`src/core/uef_params.svh`:
```
// Constants of the event flag, error flag and transaction status block.
// Assumes an 8-bit register port with a 9-bit byte address.
`ifndef UEF_PARAMS_SVH
`define UEF_PARAMS_SVH

// Register port widths
`define UEF_ADDR_W 9
`define UEF_DATA_W 8

// Register offsets
`define UEF_OFS_EVT_FLAGS 9'h190
`define UEF_OFS_EVT_EN 9'h191
`define UEF_OFS_ERR_FLAGS 9'h192
`define UEF_OFS_ERR_EN 9'h193
`define UEF_OFS_XSTAT 9'h194
`define UEF_OFS_CTRL 9'h195
`define UEF_OFS_IRQ_STAT 9'h19C
`define UEF_OFS_IRQ_MASK 9'h19D

// Event flag and event enable bit positions
`define UEF_BIT_STALL 5
`define UEF_BIT_IDLE 4
`define UEF_BIT_TOKDN 3
`define UEF_BIT_ACT 2
`define UEF_BIT_ERRSUM 1
`define UEF_BIT_BRST 0
`define UEF_EVT_MASK 8'h3F

// Control register bit positions
`define UEF_BIT_SUSPEND 1

// Block interrupt status bits
`define UEF_IRQ_PUSH 0
`define UEF_IRQ_OVFL 1
`define UEF_IRQ_ERR 2
`define UEF_IRQ_MASK_BITS 8'h07

// Reset values
`define UEF_RST_BYTE 8'h00
`define UEF_RST_EVT_EN 8'h00
`define UEF_RST_ERR_EN 8'h00
`define UEF_RST_CTRL 8'h00

// Status queue: one visible entry plus holding entries
`define UEF_QUEUE_DEPTH 4
`define UEF_HOLD_DEPTH 3
`define UEF_CNT_W 2

`endif

```
`src/core/uef_pkg.sv`:
```
// Types shared by the event flag block and its submodules.
// Assumes uef_params.svh supplies the widths.
`include "uef_params.svh"

package uef_pkg;
   typedef logic [`UEF_DATA_W-1:0] uef_byte_t;
   typedef logic [`UEF_ADDR_W-1:0] uef_addr_t;
   typedef logic [`UEF_CNT_W-1:0] uef_cnt_t;
endpackage : uef_pkg

```
`src/core/uef_err_flags.sv`:
```
// Error flags, error enables and the combined error summary.
// Assumes detect pulses come from logic on the same clock.
`timescale 1ns/1ps
`include "uef_params.svh"

module uef_err_flags (
   input wire logic core_clk,
   input wire logic rstn,
   input wire uef_pkg::uef_byte_t err_detect,
   input wire logic flags_wr,
   input wire logic en_wr,
   input wire uef_pkg::uef_byte_t wdata,
   output uef_pkg::uef_byte_t err_flags,
   output uef_pkg::uef_byte_t err_en,
   output logic err_summary
);
   import uef_pkg::*;

   uef_byte_t flag_q;
   uef_byte_t en_q;

   // Per-bit sticky flag: detection sets at once, a written zero clears, set wins
   genvar i;
   for (i = 0; i < `UEF_DATA_W; i = i + 1) begin : g_flag
      always_ff @(posedge core_clk or negedge rstn) begin
         if (!rstn) begin
            flag_q[i] <= 1'b0;
         end else if (err_detect[i]) begin
            flag_q[i] <= 1'b1; // [RULE5]
         end else if (flags_wr && !wdata[i]) begin
            flag_q[i] <= 1'b0; // [RULE6]
         end
      end
   end

   // Error enable register
   always_ff @(posedge core_clk or negedge rstn) begin
      if (!rstn) begin
         en_q <= `UEF_RST_ERR_EN;
      end else if (en_wr) begin
         en_q <= wdata;
      end
   end

   // Bits 7..4: stuffing, ownership, write, turnaround; 3..0: byte count, crc16, crc5, pid
   assign err_summary = |(flag_q & en_q); // [RULE4] [RULE7] [RULE8]
   assign err_flags = flag_q;
   assign err_en = en_q;
endmodule : uef_err_flags

```
`src/core/uef_stat_queue.sv`:
```
// Transaction status queue: visible entry, holding entries, token done flag.
// Assumes push and clear requests are one-cycle pulses on the same clock.
`timescale 1ns/1ps
`include "uef_params.svh"

module uef_stat_queue (
   input wire logic core_clk,
   input wire logic rstn,
   input wire logic push,
   input wire uef_pkg::uef_byte_t push_data,
   input wire logic clear_req,
   output uef_pkg::uef_byte_t stat,
   output logic tok_done,
   output logic overflow
);
   import uef_pkg::*;

   uef_byte_t stat_q;
   uef_byte_t hold_q [0:`UEF_HOLD_DEPTH-1];
   uef_cnt_t cnt_q;
   logic tok_q;
   logic pop;
   logic have_hold;
   logic hold_push;

   // Clear only counts while the flag is up
   assign pop = clear_req && tok_q;
   assign have_hold = (cnt_q != 2'd0);
   assign hold_push = push && tok_q && !pop && (cnt_q != 2'(`UEF_HOLD_DEPTH));
   assign overflow = push && tok_q && !pop && (cnt_q == 2'(`UEF_HOLD_DEPTH));

   // Visible entry and token done flag
   always_ff @(posedge core_clk or negedge rstn) begin
      if (!rstn) begin
         stat_q <= `UEF_RST_BYTE;
         tok_q <= 1'b0;
      end else if (pop && have_hold) begin
         stat_q <= hold_q[0]; // [RULE14]
         tok_q <= 1'b1; // [RULE15]
      end else if (pop) begin
         stat_q <= push ? push_data : `UEF_RST_BYTE; // [RULE17]
         tok_q <= push; // [RULE15]
      end else if (push && !tok_q) begin
         stat_q <= push_data; // [RULE11]
         tok_q <= 1'b1; // [RULE17]
      end
   end

   // Holding entries shift toward the visible entry on a pop
   genvar i;
   for (i = 0; i < `UEF_HOLD_DEPTH; i = i + 1) begin : g_hold
      always_ff @(posedge core_clk or negedge rstn) begin
         if (!rstn) begin
            hold_q[i] <= `UEF_RST_BYTE;
         end else if (pop && have_hold) begin
            if (push && (cnt_q == 2'(i + 1))) begin
               hold_q[i] <= push_data; // [RULE12]
            end else if (i < `UEF_HOLD_DEPTH - 1) begin
               hold_q[i] <= hold_q[(i + 1) % `UEF_HOLD_DEPTH];
            end
         end else if (hold_push && (cnt_q == 2'(i))) begin
            hold_q[i] <= push_data; // [RULE13]
         end
      end
   end

   // Occupancy of the holding entries
   always_ff @(posedge core_clk or negedge rstn) begin
      if (!rstn) begin
         cnt_q <= 2'd0;
      end else if (pop && have_hold && !push) begin
         cnt_q <= cnt_q - 2'd1;
      end else if (hold_push) begin
         cnt_q <= cnt_q + 2'd1;
      end
   end

   assign stat = stat_q;
   assign tok_done = tok_q;
endmodule : uef_stat_queue

```
`src/core/uef_top.sv`:
```
// Event flags, enables, error summary and transaction status for the USB function.
// Assumes the serial engine, on core_clk, gives one-cycle event pulses
// and a one-cycle buffer descriptor done pulse with its status byte.
// Operation
// (RULE1) Six enable bits 5..0 gate stall, idle, token done, activity, error, reset.
// (RULE2) Event enable bit 1 lets the error summary raise the core interrupt.
// (RULE3) While suspended only the activity event may raise an interrupt; suspend does not gate blk_irq, which block events still raise.
// (RULE4) Error flags ANDed with their enables, ORed into the error summary flag.
// (RULE5) An error flag sets in the cycle its error is detected.
// (RULE6) Error flags stay set until software writes zero to them.
// (RULE7) Error enables 7..4 gate stuffing, ownership, write and turnaround errors.
// (RULE8) Error enables 3..0 gate byte count, crc16, crc5 and pid errors.
// (RULE9) Firmware reads transaction status before clearing token done.
// (RULE10) Transaction status is valid whenever token done is set.
// (RULE11) Each finished buffer descriptor pushes a status entry.
// (RULE12) Transaction status reads a four byte queue.
// (RULE13) Status arriving before token done is serviced waits in the queue.
// (RULE14) Clearing token done loads the next queued status.
// (RULE15) A waiting entry sets token done again at once, otherwise it stays clear.
// (RULE16) Enabled event flags ORed into one interrupt; flags clear on written zero.
// (RULE17) Token done sets at token end; clearing it with nothing queued clears status.
`timescale 1ns/1ps
`include "uef_params.svh"

module uef_top (
   input wire logic core_clk,
   input wire logic rstn,
   input wire uef_pkg::uef_addr_t reg_addr,
   input wire uef_pkg::uef_byte_t reg_wdata,
   input wire logic reg_wr,
   input wire logic reg_rd,
   output uef_pkg::uef_byte_t reg_rdata,
   input wire logic evt_stall,
   input wire logic evt_idle,
   input wire logic evt_activity,
   input wire logic evt_bus_reset,
   input wire uef_pkg::uef_byte_t err_detect,
   input wire logic bd_done,
   input wire uef_pkg::uef_byte_t bd_status,
   output logic suspend_ctrl,
   output logic usb_irq,
   output logic blk_irq
);
   import uef_pkg::*;

   // Write and read decode
   logic wr_evt_flags;
   logic wr_evt_en;
   logic wr_err_flags;
   logic wr_err_en;
   logic wr_ctrl;
   logic wr_irq_mask;
   logic rd_irq_stat;

   // Register state
   uef_byte_t evt_en_q;
   uef_byte_t ctrl_q;
   uef_byte_t irq_stat_q;
   uef_byte_t irq_mask_q;
   uef_byte_t rdata_q;
   // Event flags kept here; token done lives in the status queue, the error summary comes from the error flags
   logic stall_q;
   logic idle_q;
   logic act_q;
   logic brst_q;

   // Submodule results
   uef_byte_t err_flags;
   uef_byte_t err_en;
   logic err_summary;
   uef_byte_t xstat;
   logic tok_done;
   logic q_overflow;
   logic tok_clear;

   // Assembled views
   uef_byte_t evt_flags;
   uef_byte_t evt_pending;
   uef_byte_t evt_gate;
   uef_byte_t irq_events;
   uef_byte_t rd_mux;

   // Address decode for one-cycle write and read strobes
   // Decodes are combinational, so a strobe acts in the cycle it is sampled;
   // nothing waits, and unmapped addresses decode to nothing, so such writes are lost
   assign wr_evt_flags = reg_wr && (reg_addr == `UEF_OFS_EVT_FLAGS);
   assign wr_evt_en = reg_wr && (reg_addr == `UEF_OFS_EVT_EN);
   assign wr_err_flags = reg_wr && (reg_addr == `UEF_OFS_ERR_FLAGS);
   assign wr_err_en = reg_wr && (reg_addr == `UEF_OFS_ERR_EN);
   assign wr_ctrl = reg_wr && (reg_addr == `UEF_OFS_CTRL);
   assign wr_irq_mask = reg_wr && (reg_addr == `UEF_OFS_IRQ_MASK);
   assign rd_irq_stat = reg_rd && (reg_addr == `UEF_OFS_IRQ_STAT);

   // A zero written to the token done bit while it is set pops the queue
   // Writing a one keeps the flag, so only a written zero counts; the queue
   // ignores a clear while the flag is down and honours one beside a completion
   assign tok_clear = wr_evt_flags && !reg_wdata[`UEF_BIT_TOKDN]; // [RULE14]

   // Error flag register, enables and summary
   // Flags set on detection rather than at token end, so an error may be seen
   // before the token that caused it has finished
   // Enables read back exactly as written
   uef_err_flags u_err (
      .core_clk(core_clk),
      .rstn(rstn),
      .err_detect(err_detect),
      .flags_wr(wr_err_flags),
      .en_wr(wr_err_en),
      .wdata(reg_wdata),
      .err_flags(err_flags),
      .err_en(err_en),
      .err_summary(err_summary)
   );

   // Transaction status queue owns the token done flag
   // One entry is visible and three wait behind it; a completion that finds
   // all of them full is dropped and reported as an overflow
   // Overflow drops the newest status and keeps the older ones in order
   uef_stat_queue u_queue (
      .core_clk(core_clk),
      .rstn(rstn),
      .push(bd_done),
      .push_data(bd_status),
      .clear_req(tok_clear),
      .stat(xstat),
      .tok_done(tok_done),
      .overflow(q_overflow)
   );

   // Stall event flag: event sets, written zero clears, set wins
   // Set wins over a written zero, so an event arriving between the read of
   // the flags and their clear is never lost
   always_ff @(posedge core_clk or negedge rstn) begin
      if (!rstn) begin
         stall_q <= 1'b0;
      end else if (evt_stall) begin
         stall_q <= 1'b1;
      end else if (wr_evt_flags && !reg_wdata[`UEF_BIT_STALL]) begin
         stall_q <= 1'b0; // [RULE16]
      end
   end

   // Bus idle event flag
   // Usually answered by setting the suspend control
   always_ff @(posedge core_clk or negedge rstn) begin
      if (!rstn) begin
         idle_q <= 1'b0;
      end else if (evt_idle) begin
         idle_q <= 1'b1;
      end else if (wr_evt_flags && !reg_wdata[`UEF_BIT_IDLE]) begin
         idle_q <= 1'b0; // [RULE16]
      end
   end

   // Bus activity event flag
   // The only flag that can still interrupt while suspended
   always_ff @(posedge core_clk or negedge rstn) begin
      if (!rstn) begin
         act_q <= 1'b0;
      end else if (evt_activity) begin
         act_q <= 1'b1;
      end else if (wr_evt_flags && !reg_wdata[`UEF_BIT_ACT]) begin
         act_q <= 1'b0; // [RULE16]
      end
   end

   // Bus reset event flag
   // Answered by returning the function to its default address and endpoint
   always_ff @(posedge core_clk or negedge rstn) begin
      if (!rstn) begin
         brst_q <= 1'b0;
      end else if (evt_bus_reset) begin
         brst_q <= 1'b1;
      end else if (wr_evt_flags && !reg_wdata[`UEF_BIT_BRST]) begin
         brst_q <= 1'b0; // [RULE16]
      end
   end

   // Event enable register, bits 7..6 read as zero
   // Enables only gate the request; flags still set and can be polled
   // Writes of ones to bits 7..6 are dropped
   always_ff @(posedge core_clk or negedge rstn) begin
      if (!rstn) begin
         evt_en_q <= `UEF_RST_EVT_EN;
      end else if (wr_evt_en) begin
         evt_en_q <= reg_wdata & `UEF_EVT_MASK; // [RULE1]
      end
   end

   // Control register: only the suspend bit is held here
   // The other control bits belong to the serial engine and read as zero;
   // writes to them are dropped
   always_ff @(posedge core_clk or negedge rstn) begin
      if (!rstn) begin
         ctrl_q <= `UEF_RST_CTRL;
      end else if (wr_ctrl) begin
         ctrl_q <= reg_wdata & (8'h01 << `UEF_BIT_SUSPEND);
      end
   end

   // Suspend goes out so the serial engine can stop its own activity
   // The bit sits in control register bit 1
   assign suspend_ctrl = ctrl_q[`UEF_BIT_SUSPEND];

   // Event flag register view; error summary is live from the error flags
   // The summary is not stored: clearing the error flags or their enables
   // drops it with no write to this register; bits 7..6 read as zero
   always_comb begin
      evt_flags = `UEF_RST_BYTE;
      evt_flags[`UEF_BIT_STALL] = stall_q;
      evt_flags[`UEF_BIT_IDLE] = idle_q;
      evt_flags[`UEF_BIT_TOKDN] = tok_done; // [RULE17]
      evt_flags[`UEF_BIT_ACT] = act_q;
      evt_flags[`UEF_BIT_ERRSUM] = err_summary; // [RULE4]
      evt_flags[`UEF_BIT_BRST] = brst_q;
   end

   // Suspend leaves only the activity enable in force
   // The activity enable must be set before suspend is entered, or nothing
   // can wake the core; other flags still set and are seen once suspend ends
   always_comb begin
      evt_gate = evt_en_q; // [RULE1] [RULE2]
      if (suspend_ctrl) begin
         evt_gate = evt_en_q & (8'h01 << `UEF_BIT_ACT); // [RULE3]
      end
   end

   // Each flag qualified by its enable, all ORed into the core request
   // Level request: high until every enabled flag is cleared
   // Each enable is a plain AND; there is no edge detection or latching
   assign evt_pending = evt_flags & evt_gate; // [RULE2]
   assign usb_irq = |evt_pending; // [RULE16]

   // Block events for the sticky interrupt status register
   // Any error detect counts here, enabled or not; overflow only when a
   // completion is really dropped
   always_comb begin
      irq_events = `UEF_RST_BYTE;
      irq_events[`UEF_IRQ_PUSH] = bd_done;
      irq_events[`UEF_IRQ_OVFL] = q_overflow;
      irq_events[`UEF_IRQ_ERR] = |err_detect;
   end

   // Sticky status: a read clears it, a new event in that cycle stays set
   // Set wins over the clearing read, so an event in the read cycle shows
   // in the next read instead of being lost
   always_ff @(posedge core_clk or negedge rstn) begin
      if (!rstn) begin
         irq_stat_q <= `UEF_RST_BYTE;
      end else if (rd_irq_stat) begin
         irq_stat_q <= irq_events;
      end else begin
         irq_stat_q <= irq_stat_q | irq_events;
      end
   end

   // Mask register for the block interrupt
   // Only bits 2..0 exist; the rest read as zero
   always_ff @(posedge core_clk or negedge rstn) begin
      if (!rstn) begin
         irq_mask_q <= `UEF_RST_BYTE;
      end else if (wr_irq_mask) begin
         irq_mask_q <= reg_wdata & `UEF_IRQ_MASK_BITS;
      end
   end

   // Level output, high while an unmasked status bit is set
   // Status and mask are both registers, so decode glitches never reach it
   assign blk_irq = |(irq_stat_q & irq_mask_q);

   // Read multiplexer; unmapped addresses read zero
   // Reading has no side effect except on the block status register
   // The default branch covers every unmapped address
   always_comb begin
      case (reg_addr)
         `UEF_OFS_EVT_FLAGS: rd_mux = evt_flags;
         `UEF_OFS_EVT_EN: rd_mux = evt_en_q;
         `UEF_OFS_ERR_FLAGS: rd_mux = err_flags;
         `UEF_OFS_ERR_EN: rd_mux = err_en;
         `UEF_OFS_XSTAT: rd_mux = xstat; // [RULE10]
         `UEF_OFS_CTRL: rd_mux = ctrl_q;
         `UEF_OFS_IRQ_STAT: rd_mux = irq_stat_q;
         `UEF_OFS_IRQ_MASK: rd_mux = irq_mask_q;
         default: rd_mux = `UEF_RST_BYTE;
      endcase
   end

   // Read data stands for the one cycle after the strobe only
   // Zero outside the answer cycle, so a stale value is never taken for
   // a fresh one
   always_ff @(posedge core_clk or negedge rstn) begin
      if (!rstn) begin
         rdata_q <= `UEF_RST_BYTE;
      end else if (reg_rd) begin
         rdata_q <= rd_mux; // [RULE9]
      end else begin
         rdata_q <= `UEF_RST_BYTE;
      end
   end

   // Registered read data to the bus
   assign reg_rdata = rdata_q;
endmodule : uef_top

```
`config.mk`:
```
export PLATFORM = sky130hd
export DESIGN_NAME = uef_top
export DESIGN_NICKNAME = d
export VERILOG_FILES = /design/src/core/uef_pkg.sv /design/src/core/uef_err_flags.sv /design/src/core/uef_stat_queue.sv /design/src/core/uef_top.sv
export VERILOG_INCLUDE_DIRS = /design/src /design/src/core
export SDC_FILE = /design/constraint.sdc
export NUM_CORES = 1
export LEC_CHECK = 0
export BUFFER_PORTS_ARGS = -buffer_cell sky130_fd_sc_hd__buf_2
export CORE_ASPECT_RATIO = 1.1
export CORE_MARGIN = 2
export CORE_UTILIZATION = 56
export DETAILED_ROUTE_END_ITERATION = 12
export PLACE_DENSITY = 0.79
export SKIP_CTS_REPAIR_TIMING = 1
export SYNTH_ARGS = -nofsm -noshare
export SYNTH_HDL_FRONTEND = slang
export SYNTH_SLANG_ARGS = --single-unit
```
`constraint.sdc`:
```
create_clock -name core_clk -period 3.75 [get_ports core_clk]
set_input_delay 0.9375 -clock core_clk [delete_from_list [all_inputs] [get_ports core_clk]]
set_output_delay 0.9375 -clock core_clk [all_outputs]
set_load 0.02 [all_outputs]
```
After elaboration in Yosys (flattened, before gate mapping)

Index checks and enable logic that the tools add are counted.
Widths: inputs -> output; s select.

Output and inout port bits: 11
Word-level logic and storage cells: 158
Bits of input ports: 42
Register bits after elaboration: 81

$add $sub $neg: 2
Reduce and logical (&&, ||, !) cells: 69
Mux-type cells: 46
Bitwise gates (word level): 4
Equal/unequal tests: 13

Operator list:

| operator            | count |
|---|---|
| $mux 8              | 15 |
| $eq 9x9->1 const B  | 8 |
| $pmux 8 s8          | 1 |
| $logic_and 1x1->1   | 34 |
| $reduce_bool 2->1   | 17 |
| $reduce_or 8->1     | 4 |
| $mux 1              | 27 |
| $logic_not 1->1     | 11 |
| $and 6x8->8         | 1 |
| $and 8x3->8         | 1 |
| $and 8x8->8         | 1 |
| $or 8x3->8          | 1 |
| $mux 6              | 1 |
| $eq 2x2->1 const B  | 2 |
| $mux 2              | 2 |
| $ne 2x2->1 const B  | 2 |
| $reduce_bool 3->1   | 1 |
| $add 2x1->2 const B | 1 |
| $eq 2x1->1 const B  | 1 |
| $logic_not 2->1     | 1 |
| $reduce_and 2->1    | 1 |
| $sub 2x1->2 const B | 1 |

Longest topological paths before layout

Gate-level depths: netlist (run 1).

Depth after elaboration: 10
Gate-level depth with buffers: 7
Mapped depth without buffers: 6

Hierarchy

A second synthesis (run 1) with hierarchy kept.

Cells, all modules: 324
Area total of the unflattened synthesis: 3857.4 um^2

Modules (own cells, without submodules):

| module         | times used | cells each | area each (um^2) |
|---|---|---|---|
| uef_stat_queue | 1          | 157        | 1760.4 |
| uef_top        | 1          | 121        | 1418.9 |
| uef_err_flags  | 1          | 46         | 678.2 |

Worst setup path after synthesis (run 1)

Ideal clock, no wire load.

Path kind: input port to flip-flop
From: input reg_addr[1]
To: register u_queue.hold_q[2] (netlist name)
Stages on the path: 5
Data required time: 3.625 ns
Path slack: 1.117 ns
Buffers on the path: 1
Arrival: 2.508 ns
Cell sequence: buf_4 nor3b_2 and4_1 mux2i_2 mux2_2

Word-level cells in the longest chain between the ends: 10
Elaborated cells between the ends (all ways): 13
Those cells by class: 2 x eq/ne; 1 x mux; 10 x reduce/logical

RTL lines:

| what                               | RTL line             | text |
|---|---|---|
| start: declaration                 | uef_top.sv:28        | `input wire uef_pkg::uef_addr_t reg_addr,` |
| $eq 9x9->1 (*)                     | -                    |  |
| $logic_and 1x1->1 (*)              | uef_top.sv:86        | `` assign wr_evt_flags = reg_wr && (reg_addr == `UEF_OFS_EVT_FLAGS); `` |
| $logic_and 1x1->1 (*)              | uef_top.sv:97        | `` assign tok_clear = wr_evt_flags && !reg_wdata[`UEF_BIT_TOKDN]; `` |
| $logic_and 1x1->1 (*)              | uef_stat_queue.sv:27 | `assign pop = clear_req && tok_q;` |
| $logic_not 1->1                    | uef_stat_queue.sv:29 | `` assign hold_push = push && tok_q && !pop && (cnt_q != 2'(`UEF_HOLD_DEPTH)); `` |
| $logic_and 1x1->1 (2 in series)    | uef_stat_queue.sv:29 |  |
| $logic_and 1x1->1                  | uef_stat_queue.sv:61 | `end else if (hold_push && (cnt_q == 2'(i))) begin` |
| $reduce_bool 2->1 (no source line) | -                    |  |
| $reduce_and 2->1 (no source line)  | -                    |  |
| end signal: indexed assignment     | uef_stat_queue.sv:57 | `hold_q[i] <= push_data;` |
| end signal: indexed assignment     | uef_stat_queue.sv:59 | `` hold_q[i] <= hold_q[(i + 1) % `UEF_HOLD_DEPTH]; `` |
| end signal: indexed assignment     | uef_stat_queue.sv:62 | `hold_q[i] <= push_data;` |
| end: declaration                   | uef_stat_queue.sv:19 | `` uef_byte_t hold_q [0:`UEF_HOLD_DEPTH-1]; `` |

Mark *: on every way between the ends. The rest lies on a longest branch, timed or not.
A chain may end at the register's enable or synchronous reset.

Final worst setup path (run 1)

From: input reg_addr[0]
To: register u_queue.hold_q[7] (netlist name)

The elaborated chain is that of the path after synthesis.

==> qor.csv, run 1 <==
metric,value,unit
yosysUniqueCellTypes,50,
crit_chain,buf_2 -> nor3b_2 -> and4_1 -> mux2i_2 -> mux2_2,
synth_area,0.003915,mm2
min_period_over_period,71.74,%
design_area,0.004433,mm2
grt-ovfl-total,0,
drc,0,
cap_violations,0,
cts_tree,done,
crit_arrival,2.95,ns
cpPeakStageDelay,0.52,ns
final-setup-viol-count,0,
grt_pass1_wl,15870,um
insertion_delay,0.37,ns
synth_most_common_cell,dfrtp_1,
cts_buffers,9,
io-pin-count,53,
status,completed,
fin_util,66.45,%
finalCriticalPeriod,2.690,ns
fillerInstances,558,
crit_slowest_cell,mux2i_2,
fin_setup_tns,0,ns
synth_fa_ha_area_share,1.278,%
yosys_warnings,0,
critPathKind,input port to register,
synth_simple_gate_area_share,16.36,%
fin_ws,1.060,ns
cts_htree_levels,3,
syn_inst,371,
diodes,0,
viasPerCell,6.257,
portBuffers,52,
clk_pin_slew,0.08,ns
synthTopCellsByArea,"dfrtp_1, mux2_2, o21ai_0",
muxShareOfSynthArea,12.46,%
rows,31,
die_h,91.70,um
critPathMaxFanout,25,
initial_core_util,58.68,%
hold_viol_final,0,
syn_to_final_growth,13.23,%
dp_slack,0.7106,ns
start_kind,input port,
yosys.area.top_type,dfrtp_1,
relSlewSlack,36.94,%
fp.coreArea,0.006671,mm2
synth_top_family_by_area,compound AO/OA/AOI/OAI gates,
peakVddDrop,0.3864,mV
drt_iter0_markers,174,
nNetsFinal,465,
p_per_area,497.5,mW/mm2
wirelength,9340,um
synthArstFlopShare,100.0,%
tightest_slew,0.9459,ns
finalClockSkew,0.005952,ns
antenna_found_initial,0,
hp-class,register to register,
grt_max_degree,77,
rsz0062_at_grt,false,
first_pass_iters,4,
synth_top_area_share,48.58,%
wl_per_cell,18.46,um
avgSynthCellArea,10.55,um2
leakage,0.001932,uW
synth_compound_area_share,16.81,%
synth_edf_count,0,
die_area,0.007677,mm2
grt_pass1_vias,3211,
final_antenna_net_count,0,
hpwl,6943,um
ys_seq_elements,76,
routabilityCongestion,0.9029,
ys_seq_area_share,48.58,%
die_x,83.72,um
grt_use_total,26.25,%
slew_viol_final,0,
syn_nets,417,
clk_path_buf_depth,2,
routed-via-count,3166,
cp-end-kind,register,
synth_xor_area_share,0.2237,%
cp.required,4.01,ns
drive_gt1_share,25.24,%
placed_cell_area,0.004225,mm2
timing.fmax,371.7,MHz
synth_common_cells,"dfrtp_1, mux2_2, o21ai_0, inv_1, nand2_1",
cts_sinks,76,
ys.flop_type,dfrtp_1,
cts_root_buf,clkbuf_8,
[final timing paths]
kind / slack, ns / depth (start not counted) / to / start
setup reg to reg: 1.42 / 6 / u_queue.hold_q[9] / u_queue.cnt_q[0]
min in group asynchronous: 0.71 / 1 / u_err.err_flags[7] / rstn
setup / recovery: 1.06 / 5 / u_queue.hold_q[7] / reg_addr[0]
hold / removal: 0.48 / 1 / u_queue.hold_q[1] / u_queue.hold_q[1]
max in group asynchronous: 2.42 / 1 / evt_en_q[2] / rstn
hold reg to reg: 0.48 / 1 / u_queue.hold_q[1] / u_queue.hold_q[1]
[final cells by class]
type                       instances  area (um2)  area share [%]
clock inverter                     6       70.07           1.581
inverter                          22       82.58           1.863
multi-input combinational        254        1846           41.63
timing repair buffer              56       292.8           6.605
clock buffer                      10       137.6           3.105
sequential                        76        1902           42.90
tap                               82       102.6           2.314
[power breakdown]
| part | internal, uW | switching, uW |
|---|---|---|
| Sequential | 973 | 88.4 |
| Clock | 331 | 325 |
| Combinational | 232 | 255 |
[critical path: cells and delay by family]
family                 cells  cell delay [ns]
buffers and inverters      1             0.24
muxes                      2             0.91
and+or+nand+nor            2             0.85
[metrics by stage]
stage	std cells	total power [uW]	hold slack (ns)
final	506	2205	0.4849
after floorplan	371	1417	0.4509
after detailed placement	490	1563	0.4681
after CTS	506	2214	0.4867
after global routing	506	2321	0.5009
after global placement	490	1528	0.4597
[flip-flops by register name, summed over array words and instances (netlist names), 2 cells and up]
name / count
u_queue.hold_q: 24
u_queue.stat: 8
u_queue.cnt_q: 2
reg_rdata: 8
irq_stat_q: 3
u_err.err_en: 8
irq_mask_q: 3
u_err.err_flags: 8
evt_en_q: 6
[layer usage]
metal | up-vias | share of wire, % | GRT usage [%]
met5 | - | 0 | 0
met4 | 0 | 3.2 | 12.90
met3 | 26 | 5.1 | 4.680
met2 | 105 | 50 | 43.60
met1 | 1554 | 42 | 33.17
li1 | 1481 | - | -
[placed cells by master (no fill, tap or decap), types with 2 or more instances in the layout]
master / n
nor4_1: 4
a32oi_1: 4
a31oi_1: 13
nand2b_1: 14
buf_2: 51
mux2i_1: 8
clkinv_4: 2
nand2_1: 22
and2_1: 2
nand3_1: 14
ha_1: 4
mux2_1: 5
clkbuf_8: 10
nor2_1: 7
a22oi_1: 8
nand4_1: 10
a211oi_1: 8
dfrtp_1: 76
o21ai_0: 26
o221a_1: 8
a22o_1: 3
inv_6: 2
nor3_1: 12
nand4bb_1: 2
a221oi_1: 8
a21oi_1: 3
inv_1: 22
or3_1: 8
buf_4: 5
and3_1: 2
a21o_1: 5
mux2_2: 30
nor2b_1: 7
[logic make-up after synthesis]
logic type,Yosys count
mux,44
compound gates,92
simple gates,113
buf+inv,41
xor+xnor,1
flops,76
fa+ha+maj,4
No activity file was read; power rests on OpenSTA's default activity.
==> inputs of run 2 (changes only) <==
clock period = 2.7 ns   (was 3.75 ns; I/O delays follow)
==> run 2 against run 1 <==
  * Register-to-register slack got worse by 0.98 ns
  * Core utilization rose by 1.4 points
  * Final cell count increased by 3.2%
  * First-iteration DRC count increased by 2.3%
  * Critical path depth did not move
  * Largest power group unchanged
==> qor.csv, run 2 (same netlist as run 1, synthesis figures left out) <==
metric,value,unit,change
finalCriticalPeriod,2.302,ns,
crit_arrival,1.63,ns,-1.32 ns
hpwl,7181,um,+3.4%
largest_reg_flops,24,,unchanged
grt_pass1_wl,15800,um,-0.43%
die_area,0.007677,mm2,unchanged
grt_pass1_vias,3280,,+2.1%
leakage,0.001984,uW,+2.7%
relSlewSlack,56.32,%,+19 points
timing.fmax,434.4,MHz,
critPathMaxFanout,3,,-88%
syn_to_final_growth,15.53,%,
wirelength,9399,um,+0.63%
p_per_area,655.3,mW/mm2,+32%
final-setup-viol-count,0,,unchanged
final_antenna_net_count,0,,unchanged
critPathKind,register to output pin,,
grt_max_degree,47,,-39%
clk_pin_slew,0.08,ns,about the same
cp.required,2.03,ns,-1.98 ns
hp-class,input port to async pin,,
cts_htree_levels,3,,unchanged
cpPeakStageDelay,0.40,ns,-0.12 ns
routed-via-count,3196,,+0.95%
cts_sinks,76,,unchanged
hold_viol_final,0,,unchanged
dpl.cell_count,506,,+3.3%
regArea,0.001902,mm2,unchanged
nNetsFinal,481,,+3.4%
io-pin-count,53,,unchanged
multi_input_area,0.001846,mm2,unchanged
insertion_delay,0.36,ns,about the same
clk_path_buf_depth,2,,unchanged
peakVddDrop,0.5089,mV,+32%
cts_root_buf,clkbuf_8,,
fin_setup_tns,0,ns,unchanged
portBuffers,52,,unchanged
fp.coreArea,0.006671,mm2,unchanged
critPathBufInv,1,,unchanged
drc,0,,unchanged
fin_cells,522,,+3.2%
drt_iter0_markers,178,,+2.3%
start_kind,register,,
die_h,91.70,um,unchanged
final_cell_mix,"dfrtp_1, buf_2, mux2_2, o21ai_0",,
antenna_found_initial,0,,unchanged
status,completed,,
cts_tree,done,,
rsz0062_at_grt,false,,
initial_core_util,58.68,%,unchanged
cts_buffers,9,,unchanged
cap_violations,0,,unchanged
slew_viol_final,0,,unchanged
crit_family,compound AO/OA/AOI/OAI gates,,
grt_use_total,25.89,%,-0.36 points
die_x,83.72,um,unchanged
crit_slowest_cell,dfrtp_1,,
finalClockSkew,0.009925,ns,+0.003974 ns
tightest_slew,0.6370,ns,-0.3089 ns
diodes,0,,unchanged
routabilityCongestion,0.9295,,+2.9%
wl_per_cell,18.01,um,-2.5%
first_pass_iters,6,,+2
drive_gt1_share,27.73,%,+2.5 points
viasPerCell,6.123,,-2.1%
rows,31,,unchanged
final_common_cell,dfrtp_1,,
regMostFlops,u_queue.hold_q,,
grt-ovfl-total,0,,unchanged
fillerInstances,523,,-6.3%
cp-end-kind,output pin,,
min_period_over_period,85.26,%,
crit_chain,a22oi_1 -> nand4_1 -> a21oi_1 -> o21ai_0 -> buf_2,,
power,2964,uW,+34%
[run 2: layout make-up]
class / instances / share of cell area, %
Clock buffer: 11 / 3.126
Clock inverter: 5 / 0.8022
Inverter: 22 / 1.826
Multi-Input combinational cell: 254 / 40.80
Sequential cell: 76 / 42.05
Tap cell: 82 / 2.268
Timing Repair Buffer: 72 / 9.129
[run 2: where the power goes]
part           switching (uW)  internal, uW  total, uW
clock                     432           360        792
sequential                122          1350       1470
combinational             358           341        699
total                     911          2050       2960
[run 2: worst paths after layout]
check / start / to / slack, ns / depth (start not counted)
min in group core_clk: u_queue.hold_q[5] / u_queue.hold_q[5] / 0.49 / 1
hold reg to reg: u_queue.hold_q[5] / u_queue.hold_q[5] / 0.49 / 1
setup reg to reg: u_queue.cnt_q[1] / u_queue.hold_q[9] / 0.44 / 6
setup / recovery: u_err.err_flags[2] / usb_irq / 0.40 / 5
max in group asynchronous: rstn / irq_stat_q[1] / 1.75 / 2
hold / removal: rstn / u_err.err_en[7] / 0.31 / 1
[run 2: per-layer routing]
metal	vias up	part of all wire, %	GRT usage, %	wire [um]
li1	1520	-	-	-
met1	1528	42	33.15	3908
met2	121	48	42.27	4544
met3	27	6.5	5.311	610
met4	0	3.6	12.23	336
met5	-	0	0	0
[run 2: through the flow]
stage	hold slack [ns]	util, %	setup slack, ns	cell area (um2)
after floorplan	0.3794	-	0.3299	3915
after global placement	0.4600	65.14	0.2372	4345
after detailed placement	0.4710	65.14	0.1298	4345
after CTS	0.3409	67.80	0.3879	4523
after global routing	0.3499	67.80	0.2832	4523
final	0.3051	67.80	0.3980	4523
